### src/id_auth_regs.svh
// register map and field layout of the identifier input block
// assumes byte addressing on a 32-bit Avalon-MM slave port
`ifndef ID_AUTH_REGS_SVH
`define ID_AUTH_REGS_SVH

`define ID_AUTH_ADDR_W 8
`define ID_AUTH_STATUS_OFS 8'h00
`define ID_AUTH_CONTROL_OFS 8'h04
`define ID_AUTH_DF_KEY_BASE 8'h20
`define ID_AUTH_DEBUG_KEY_BASE 8'h40
`define ID_AUTH_BANK_SPAN 8'h20

`define ID_AUTH_STATUS_RESET 32'h0000_0000
`define ID_AUTH_KEY_WORD_RESET 32'h0000_0000

`define ID_AUTH_STAT_DF_DONE 0
`define ID_AUTH_STAT_DF_PASS 1
`define ID_AUTH_STAT_DF_BUSY 2
`define ID_AUTH_STAT_DEBUG_DONE 8
`define ID_AUTH_STAT_DEBUG_PASS 9
`define ID_AUTH_STAT_DEBUG_BUSY 10

`define ID_AUTH_CTRL_DF_RESTART 0
`define ID_AUTH_CTRL_DEBUG_RESTART 1

`define ID_AUTH_FULL_WORD_BE 4'hf
`define ID_AUTH_LAST_WORD 3'h7
`define ID_AUTH_FIRST_WORD 3'h0

`endif

### src/id_auth_pkg.sv
// types shared by the identifier input block
// assumes nothing beyond a SystemVerilog compiler
package id_auth_pkg;

  typedef enum logic [1:0]
  {
    BUS_IDLE = 2'b00,
    BUS_RD_MEM = 2'b01,
    BUS_RD_DONE = 2'b10
  } bus_state_t;

  typedef enum logic [0:0]
  {
    BANK_DF = 1'b0,
    BANK_DEBUG = 1'b1
  } bank_t;

endpackage

### src/key_word_store.sv
// small word memory holding the identifier words written by software
// assumes one write and one read port, read data registered
`timescale 1ns/100ps
`include "id_auth_regs.svh"

module key_word_store
#(
  parameter int WIDTH = 32,
  parameter int DEPTH = 16,
  parameter int AW = 4
)
(
  input wire logic mclk,
  input wire logic resetn,
  input wire logic wr_en,
  input wire logic [AW-1:0] wr_addr,
  input wire logic [WIDTH-1:0] wr_data,
  input wire logic rd_en,
  input wire logic [AW-1:0] rd_addr,
  output logic [WIDTH-1:0] rd_data
);

  logic [WIDTH-1:0] mem_q [DEPTH];
  logic [WIDTH-1:0] rd_data_q;
  logic [WIDTH-1:0] rd_data_d;

  always_comb
  begin
    rd_data_d = rd_data_q;
    if (rd_en)
    begin
      rd_data_d = mem_q[rd_addr];
    end
  end

  always_ff @(posedge mclk)
  begin
    if (!resetn)
    begin
      rd_data_q <= '0;
      for (int i = 0; i < DEPTH; i++)
      begin
        mem_q[i] <= WIDTH'(`ID_AUTH_KEY_WORD_RESET);
      end
    end
    else
    begin
      rd_data_q <= rd_data_d;
      if (wr_en)
      begin
        mem_q[wr_addr] <= wr_data;
      end
    end
  end

  assign rd_data = rd_data_q;

endmodule

### src/key_order_tracker.sv
// tracks one bank's word sequence and keeps its pass or fail verdict
// assumes each write arrives with its word index and a word-compare result
`timescale 1ns/100ps
`include "id_auth_regs.svh"

module key_order_tracker
(
  input wire logic mclk,
  input wire logic resetn,
  input wire logic restart,
  input wire logic wr_stb,
  input wire logic [2:0] wr_index,
  input wire logic wr_match,
  output logic auth_done,
  output logic auth_pass,
  output logic auth_busy
);

  logic [2:0] expect_q;
  logic [2:0] expect_d;
  logic ok_q;
  logic ok_d;
  logic done_q;
  logic done_d;
  logic pass_q;
  logic pass_d;
  logic busy_q;
  logic busy_d;
  logic ok_next;

  always_comb
  begin
    expect_d = expect_q;
    ok_d = ok_q;
    done_d = done_q;
    pass_d = pass_q;
    busy_d = busy_q;
    ok_next = 1'b0;
    if (restart)
    begin
      expect_d = `ID_AUTH_FIRST_WORD;
      ok_d = 1'b1;
      done_d = 1'b0;
      pass_d = 1'b0;
      busy_d = 1'b0;
    end
    else if (wr_stb)
    begin
      // any write drops the old verdict
      done_d = 1'b0;
      pass_d = 1'b0;
      if (wr_index == `ID_AUTH_FIRST_WORD)
      begin
        ok_next = wr_match;
      end
      else
      begin
        ok_next = ok_q && busy_q && (wr_index == expect_q) && wr_match;
      end
      if (wr_index == `ID_AUTH_LAST_WORD)
      begin
        // verdict whenever the top word lands; a pass needs the lower seven before it in order
        done_d = 1'b1;
        pass_d = ok_next;
        busy_d = 1'b0;
        expect_d = `ID_AUTH_FIRST_WORD;
        ok_d = 1'b1;
      end
      else
      begin
        busy_d = 1'b1;
        ok_d = ok_next;
        expect_d = 3'(wr_index + 3'h1);
      end
    end
  end

  always_ff @(posedge mclk)
  begin
    if (!resetn)
    begin
      expect_q <= 3'h0;
      ok_q <= 1'b1;
      done_q <= 1'b0;
      pass_q <= 1'b0;
      busy_q <= 1'b0;
    end
    else
    begin
      expect_q <= expect_d;
      ok_q <= ok_d;
      done_q <= done_d;
      pass_q <= pass_d;
      busy_q <= busy_d;
    end
  end

  assign auth_done = done_q;
  assign auth_pass = pass_q;
  assign auth_busy = busy_q;

endmodule

### src/id_auth_input_registers.sv
// identifier input registers for data flash and debug access authentication
// assumes an Avalon-MM master on mclk and stored reference identifiers held
// steady by the security area outside this block
//
// Operation
// - data flash key is the 256-bit bank value compared against stored reference
// - data flash word k carries identifier bits 32k+31 down to 32k
// - debug key is the 256-bit bank value compared against stored reference
// - debug word k carries identifier bits 32k+31 down to 32k
// - debug key words accept only whole 32-bit accesses
//
// Added by the designer: register access over Avalon-MM.
`timescale 1ns/100ps
`include "id_auth_regs.svh"

module id_auth_input_registers
#(
  parameter int ID_BITS = 256,
  parameter int WORD_BITS = 32,
  parameter int BANK_WORDS = 8
)
(
  input wire logic mclk,
  input wire logic resetn,
  input wire logic [`ID_AUTH_ADDR_W-1:0] address,
  input wire logic read,
  input wire logic write,
  input wire logic [31:0] writedata,
  input wire logic [3:0] byteenable,
  output logic [31:0] readdata,
  output logic waitrequest,
  input wire logic [ID_BITS-1:0] df_reference_id,
  input wire logic [ID_BITS-1:0] debug_reference_id,
  output logic df_auth_done,
  output logic df_auth_pass,
  output logic debug_auth_done,
  output logic debug_auth_pass
);

  localparam int NBANKS = 2;
  localparam int IDX_W = $clog2(BANK_WORDS);
  localparam int MEM_AW = IDX_W + 1;

  // address decode shared by the write path and the read path
  function automatic logic bank_hit(input logic [`ID_AUTH_ADDR_W-1:0] addr,
                                    input logic [`ID_AUTH_ADDR_W-1:0] base);
    bank_hit = (addr >= base) && (addr < 8'(base + `ID_AUTH_BANK_SPAN)) && (addr[1:0] == 2'b00);
  endfunction

  function automatic logic [IDX_W-1:0] word_index(input logic [`ID_AUTH_ADDR_W-1:0] addr);
    word_index = addr[IDX_W+1:2];
  endfunction

  // bus state
  id_auth_pkg::bus_state_t state_q;
  id_auth_pkg::bus_state_t state_d;
  logic [`ID_AUTH_ADDR_W-1:0] addr_q;
  logic [`ID_AUTH_ADDR_W-1:0] addr_d;
  logic [31:0] readdata_q;
  logic [31:0] readdata_d;

  // decoded write strobes
  logic wr_df;
  logic wr_debug;
  logic wr_ctrl;
  logic full_word;
  logic [IDX_W-1:0] wr_idx;
  logic [NBANKS-1:0] bank_wr;
  logic [NBANKS-1:0] bank_match;
  logic [NBANKS-1:0] bank_restart;
  logic [NBANKS-1:0] bank_done;
  logic [NBANKS-1:0] bank_pass;
  logic [NBANKS-1:0] bank_busy;
  logic [WORD_BITS-1:0] df_ref_word;
  logic [WORD_BITS-1:0] debug_ref_word;

  // memory ports
  logic mem_wr_en;
  logic [MEM_AW-1:0] mem_wr_addr;
  logic mem_rd_en;
  logic [MEM_AW-1:0] mem_rd_addr;
  logic [WORD_BITS-1:0] mem_rd_data;

  // read side decode on the held address
  logic rd_df;
  logic rd_debug;
  logic [31:0] status_word;

  // write decode: a write is taken in the idle state with no wait
  always_comb
  begin
    wr_df = 1'b0;
    wr_debug = 1'b0;
    wr_ctrl = 1'b0;
    full_word = (byteenable == `ID_AUTH_FULL_WORD_BE);
    wr_idx = word_index(address);
    if (write && (state_q == id_auth_pkg::BUS_IDLE))
    begin
      if (bank_hit(address, `ID_AUTH_DF_KEY_BASE))
      begin
        wr_df = full_word;
      end
      else if (bank_hit(address, `ID_AUTH_DEBUG_KEY_BASE))
      begin
        // partial lanes are dropped, the access still completes
        wr_debug = full_word;
      end
      else if (address == `ID_AUTH_CONTROL_OFS)
      begin
        wr_ctrl = byteenable[0];
      end
    end
  end

  // per-word compare against the matching slice of the reference
  always_comb
  begin
    df_ref_word = df_reference_id[32*wr_idx +: 32];
    debug_ref_word = debug_reference_id[32*wr_idx +: 32];
    bank_wr[id_auth_pkg::BANK_DF] = wr_df;
    bank_wr[id_auth_pkg::BANK_DEBUG] = wr_debug;
    bank_match[id_auth_pkg::BANK_DF] = (writedata == df_ref_word);
    bank_match[id_auth_pkg::BANK_DEBUG] = (writedata == debug_ref_word);
    bank_restart[id_auth_pkg::BANK_DF] = wr_ctrl && writedata[`ID_AUTH_CTRL_DF_RESTART];
    bank_restart[id_auth_pkg::BANK_DEBUG] = wr_ctrl && writedata[`ID_AUTH_CTRL_DEBUG_RESTART];
  end

  // one sequence tracker for each bank
  generate
    for (genvar b = 0; b < NBANKS; b++)
    begin : g_bank
      key_order_tracker u_tracker
      (
        .mclk(mclk),
        .resetn(resetn),
        .restart(bank_restart[b]),
        .wr_stb(bank_wr[b]),
        .wr_index(wr_idx),
        .wr_match(bank_match[b]),
        .auth_done(bank_done[b]),
        .auth_pass(bank_pass[b]),
        .auth_busy(bank_busy[b])
      );
    end
  endgenerate

  // word storage for readback, bank number above the word index
  always_comb
  begin
    mem_wr_en = wr_df || wr_debug;
    mem_wr_addr = {wr_debug, wr_idx};
    mem_rd_en = read && (state_q == id_auth_pkg::BUS_IDLE);
    mem_rd_addr = {bank_hit(address, `ID_AUTH_DEBUG_KEY_BASE), word_index(address)};
  end

  key_word_store
  #(
    .WIDTH(WORD_BITS),
    .DEPTH(NBANKS * BANK_WORDS),
    .AW(MEM_AW)
  )
  u_store
  (
    .mclk(mclk),
    .resetn(resetn),
    .wr_en(mem_wr_en),
    .wr_addr(mem_wr_addr),
    .wr_data(writedata),
    .rd_en(mem_rd_en),
    .rd_addr(mem_rd_addr),
    .rd_data(mem_rd_data)
  );

  // status word seen by software
  always_comb
  begin
    status_word = `ID_AUTH_STATUS_RESET;
    status_word[`ID_AUTH_STAT_DF_DONE] = bank_done[id_auth_pkg::BANK_DF];
    status_word[`ID_AUTH_STAT_DF_PASS] = bank_pass[id_auth_pkg::BANK_DF];
    status_word[`ID_AUTH_STAT_DF_BUSY] = bank_busy[id_auth_pkg::BANK_DF];
    status_word[`ID_AUTH_STAT_DEBUG_DONE] = bank_done[id_auth_pkg::BANK_DEBUG];
    status_word[`ID_AUTH_STAT_DEBUG_PASS] = bank_pass[id_auth_pkg::BANK_DEBUG];
    status_word[`ID_AUTH_STAT_DEBUG_BUSY] = bank_busy[id_auth_pkg::BANK_DEBUG];
  end

  // read state machine: memory read, then answer from a flop
  always_comb
  begin
    state_d = state_q;
    addr_d = addr_q;
    readdata_d = readdata_q;
    rd_df = bank_hit(addr_q, `ID_AUTH_DF_KEY_BASE);
    rd_debug = bank_hit(addr_q, `ID_AUTH_DEBUG_KEY_BASE);
    case (state_q)
      id_auth_pkg::BUS_IDLE:
      begin
        if (read)
        begin
          addr_d = address;
          state_d = id_auth_pkg::BUS_RD_MEM;
        end
      end
      id_auth_pkg::BUS_RD_MEM:
      begin
        if (rd_df || rd_debug)
        begin
          readdata_d = mem_rd_data;
        end
        else if (addr_q == `ID_AUTH_STATUS_OFS)
        begin
          readdata_d = status_word;
        end
        else
        begin
          readdata_d = 32'h0000_0000;
        end
        state_d = id_auth_pkg::BUS_RD_DONE;
      end
      id_auth_pkg::BUS_RD_DONE:
      begin
        state_d = id_auth_pkg::BUS_IDLE;
      end
      default:
      begin
        state_d = id_auth_pkg::BUS_IDLE;
      end
    endcase
  end

  always_ff @(posedge mclk)
  begin
    if (!resetn)
    begin
      state_q <= id_auth_pkg::BUS_IDLE;
      addr_q <= 8'h00;
      readdata_q <= 32'h0000_0000;
    end
    else
    begin
      state_q <= state_d;
      addr_q <= addr_d;
      readdata_q <= readdata_d;
    end
  end

  // writes never wait; reads wait until the answer flop is loaded
  assign waitrequest = read && (state_q != id_auth_pkg::BUS_RD_DONE);
  assign readdata = readdata_q;

  assign df_auth_done = bank_done[id_auth_pkg::BANK_DF];
  assign df_auth_pass = bank_pass[id_auth_pkg::BANK_DF];
  assign debug_auth_done = bank_done[id_auth_pkg::BANK_DEBUG];
  assign debug_auth_pass = bank_pass[id_auth_pkg::BANK_DEBUG];

endmodule

### config.mk
export PLATFORM = sky130hd
export DESIGN_NAME = id_auth_input_registers
export DESIGN_NICKNAME = d
export VERILOG_FILES = /design/src/id_auth_pkg.sv /design/src/key_word_store.sv /design/src/key_order_tracker.sv /design/src/id_auth_input_registers.sv
export VERILOG_INCLUDE_DIRS = /design/src
export SDC_FILE = /design/constraint.sdc
export NUM_CORES = 1
export LEC_CHECK = 0
export BUFFER_PORTS_ARGS = -buffer_cell sky130_fd_sc_hd__buf_4
export CORE_MARGIN = 8
export CORE_UTILIZATION = 40
export CTS_BUF_LIST = sky130_fd_sc_hd__clkbuf_8
export CTS_CLUSTER_SIZE = 8
export DETAILED_ROUTE_END_ITERATION = 7
export RECOVER_POWER = 25
export SYNTH_ARGS = -nofsm -noshare
export SYNTH_HDL_FRONTEND = slang
export SYNTH_HIERARCHICAL = 1
export SYNTH_SLANG_ARGS = --single-unit
### constraint.sdc
create_clock -name mclk -period 5.6 [get_ports mclk]
set_clock_uncertainty 0.15 [all_clocks]
set_input_delay 0.56 -clock mclk [delete_from_list [all_inputs] [get_ports mclk]]
set_output_delay 0.56 -clock mclk [all_outputs]
set_load 0.05 [all_outputs]
### Yosys cells after proc, flatten, opt, wreduce, memory -nomap -nowiden

Memory sizes are Yosys's and may differ from the RTL's. A register that Yosys moved wholly into a read port is not among the register bits.
Index checks and enable logic that the tools add are counted.

* register bits: 56
* RAM bits: 512
* input bits: 560
* output and inout bits: 37
* memories kept: 1

* add/subtract/negate cells: 1
* $lt $le $gt $ge: 8
* eq/ne operators: 10
* shift-type cells: 2
* muxes and demuxes: 29
* bitwise gates (word level): 1
* reduce and logical (&&, ||, !) cells: 31

Memory list
* u_store.mem_q: depth 16, width 32, rd ports 1, clocked after Yosys merged registers in 1, write ports 16, line key_word_store.sv:23 `logic [WIDTH-1:0] mem_q [DEPTH];`

Operators by type and width (number)
* 256-bit by 9-bit variable part select with 32-bit output: 2
* 32-bit equality test: 2
* 32-bit 2-to-1 mux: 2
* 8-bit by 7-bit less-than comparator with 1-bit output, second input constant: 4
* 32-bit OR reduction: 1
* 1-bit 2-to-1 mux: 22
* 1-bit logical AND: 19
* 8-bit by 6-bit greater-or-equal comparator with 1-bit output, second input constant: 2
* 8-bit by 7-bit greater-or-equal comparator with 1-bit output, second input constant: 2
* 11-bit 2-to-1 mux: 1
* 8-bit by 3-bit equality test with 1-bit output, second input constant: 1
* 8-bit logical NOT: 1
* 3-bit equality test: 2
* 2-bit logical NOT: 3
* 4-bit equality test, second input constant: 1
* 4-bit 2-to-1 mux: 1
* 2-bit != test, second input constant: 2
* 2-bit one-hot mux with 2 select lines: 1
* 2-bit OR reduction: 2
* 3-bit by 1-bit adder with 3-bit output, second input constant: 1
* 3-bit equality test, second input constant: 1
* 3-bit logical NOT: 1
* 3-bit 2-to-1 mux: 1
* 2-bit by 1-bit equality test with 1-bit output, second input constant: 1
* 5 further kinds: 6

### Longest topological paths before layout

* depth after elaboration: 12
* depth in mapped cells: 12

### Cells and area by module

The synthesis kept the hierarchy.

By module, submodules not included
* key_word_store: instances 1, cells an instance 1828, area an instance 24358.4 um^2
* id_auth_input_registers: instances 1, cells an instance 825, area an instance 6972.9 um^2
* key_order_tracker: instances 2, cells an instance 39, area an instance 379.1 um^2

### Least setup slack after synthesis

Ideal clock, no wire load.

* kind: input to register
* start: in address[5]
* end: mem u_store.mem_q[12][0] (enable)
* library setup time: 0.466 ns
* arrival time: 4.453 ns
* slack: 0.531 ns
* stages: 8
* path through: nand2b_1 > nor4_1 > and2_1 > or2_2 > nand2_1 > or3_1 > buf_6 > o21ai_0

RTL lines
* from (decl): line id_auth_input_registers.sv:25 `` input wire logic [`ID_AUTH_ADDR_W-1:0] address, ``
* to (decl): line key_word_store.sv:23

==> impl_metrics.json <==
{
  "status": "finished, violations left",
  "failed_checks": "max-capacitance violations, max-slew violations",
  "synth.yosys.seq_area_share": 0.5340,
  "gp_congestion": 0.9611,
  "postCtsHoldBufs": 6,
  "synth_cell_types": 55,
  "cp_data_required_time_ns": 5.97,
  "startpoint_type": "input port",
  "die_h_um": 299.2,
  "drv_cap": 7,
  "worst_pin_slew_ns": 2.386,
  "crit_type": "in2reg",
  "vias_per_cell": 5.575,
  "grt_pass1_wl_um": 179300,
  "cp_max_fo": 32,
  "cts_tree": "done",
  "layout.nets": 3843,
  "clk_pin_slew_ns": 0.06,
  "coreArea_um2": 80030,
  "clkSinkCount": 600,
  "ys_warn_count": 6,
  "synth-main-ff-cell": "edfxtp_1",
  "cts_root_buf": "clkbuf_8",
  "die_w_um": 299.2,
  "fin_crit_ns": 4.364,
  "postLayoutSetupSlackWorst_ns": 1.236,
  "cts_buffer_depth": 3,
  "fillers": 7213,
  "irDropWorstVdd_mv": 0.1550,
  "clk_latency_ns": 0.68,
  "dp_slack_ns": 1.067,
  "cp.arrival_ns": 4.73,
  "post_cts_buffers": 0,
  "ant_nets": 0,
  "floorplan.initialDensity": 0.4010,
  "cts_made_buffers": 97,
  "async_flop_share": 0,
  "hold_violations": 0,
  "rsz0062_at_grt": "false",
  "hold_path_class": "in2reg",
  "synth_cells": 2731,
  "p_leak_uw": 0.01544,
  "io_pins": 597,
  "end_kind": "flop",
  "final_common_cell": "buf_4",
  "wl_per_cell_um": 28.57,
  "synthSimpleGateAreaFrac": 0.2130,
  "syn_nets": 3297,
  "synthMuxAreaShare": 0.1264,
  "final_cell_mix": "buf_4 (609), edfxtp_1 (512), and2_1 (456)",
  "layout-drive-gt1-share": 0.2547,
  "cts-htree-levels": 3,
  "dr.pass1.iters": 5,
  "syn_avg_cell_area_um2": 11.75,
  "grt_pass1_vias": 25720,
  "dieArea_um2": 89540,
  "syn2layout_area_growth_pct": 22.17,
  "grt_usage": 0.2712,
  "synth_compound_area_frac": 0.08594,
  "grt_overflow": 0,
  "num_vias": 24670,
  "drt_iter0_drc": 1906,
  "syn_area_um2": 32090,
  "synth_fa_ha_area_frac": 0.002339,
  "setup_violations": 0,
  "post-route-period-util": 0.7793,
  "port_buffers": 596,
  "fmax_ghz": 0.2292,
  "antenna_found_initial": 17,
  "cellPowerDensity_nw_per_um2": 255.0,
  "route.detailed.drc": 0,
  "ys_ff_latch": 600,
  "synth_edf_count": 512,
  "grt_max_degree": 127,
  "rows": 104,
  "place_hpwl_um": 90600,
  "totalWireLength_um": 126400,
  "setup_tns_ns": 0,
  "slew_viol_final": 244,
  "synth-xor-area-share": 0.001911,
  "synth_top_family_by_area": "simple AND/OR/NAND/NOR gates",
  "cts_resized": 0,
  "slew_headroom": -0.5909
}
==> critical path, stage by stage <==
cell and delay (ns):
dlygate4sd3_1 0.54, clkbuf_1 0.15, nand2b_1 0.16, nor4_1 0.17, clkbuf_1 0.37, and2_0 0.19
buf_4 0.28, or2_2 0.20, nand4_1 0.31, nor2_1 0.21, clkbuf_1 1.28, and2_1 0.27
==> layout make-up <==
type / count / area [um^2] / share of cell area
clock buffers: 113 / 1555 / 0.03967
inverters: 8 / 30.03 / 0.0007660
repair buffers: 678 / 5012 / 0.1279
multi-input cells: 1892 / 13850 / 0.3532
clock inverters: 66 / 277.8 / 0.007085
well taps: 1060 / 1326 / 0.03383
flip-flops and latches: 600 / 17140 / 0.4371
diodes: 7 / 17.52 / 0.0004468
==> cell families after synthesis <==
family / Yosys count
adders and majority gates: 6
buffers and inverters: 239
DFF: 600
AOI/OAI and AO/OA: 385
xor gates and xnor gates: 7
muxes: 324
and+or+nand+nor: 1170
==> registers in the layout (all words and copies together) (netlist names) <==
signal and count:
addr_q 8, g_bank.u_tracker/expect_q 6, u_store/mem_q 512, g_bank.u_tracker/auth_pass 2, g_bank.u_tracker/auth_busy 2, state_q 2, u_store/rd_data 32, g_bank.u_tracker/ok_q 2
readdata 32, g_bank.u_tracker/auth_done 2
==> routing by layer <==
layer  GRT usage  routed length, um  share of wire
met2      0.4944              66110           0.52
met4      0.1273               6125          0.048
met5           0                  0              0
met1      0.3138              48360           0.38
met3     0.03505               5795          0.046
==> synth_stat cells, types with 32 or more instances <==
cell / n / share of area
and2_1: 516 / 0.10
nor4_1: 67 / 0.013
a211oi_1: 128 / 0.030
nor2_1: 85 / 0.0099
dfxtp_1: 88 / 0.055
edfxtp_1: 512 / 0.48
clkbuf_1: 130 / 0.015
a21oi_1: 68 / 0.011
nor2b_1: 128 / 0.025
o31a_1: 32 / 0.0087
mux2i_1: 260 / 0.081
a22oi_1: 64 / 0.015
a21boi_0: 35 / 0.0082
nand2_1: 143 / 0.017
o31ai_1: 32 / 0.0075
nand3_1: 126 / 0.020
buf_2: 59 / 0.0092
mux4_2: 61 / 0.043
==> worst paths after layout <==
kind / from / to / slack (ns) / cells after the start
max: address[5] / u_store/mem_q[15][30] / 1.24 / 12
min reg2reg: readdata[12] / readdata[12] / 0.31 / 2
min: resetn / readdata[11] / 0.13 / 2
max reg2reg: state_q[1] / u_store/mem_q[15][30] / 1.48 / 9
==> where the power goes <==
part | switching (uW) | internal, uW | total [uW]
clock | 1740 | 1830 | 3570
sequential | 53.4 | 4990 | 5040
combinational | 781 | 599 | 1380
total | 2580 | 7420 | 10000
==> stage by stage <==
step	hold slack, ns	cells	instance area, um^2	power, uW	util
3_5_place_dp	0.2940	4232	37520	6520	0.4689
6_report	0.1258	4424	39200	9998	0.4899
3_3_place_gp	0.2916	4232	37520	6499	0.4689
4_1_cts	0.08613	4417	39420	10080	0.4925
2_1_floorplan	0.2752	2731	32090	5814	-
5_1_grt	0.1117	4423	39200	10370	0.4898
Note: power is estimated with default switching activity, not from simulation.
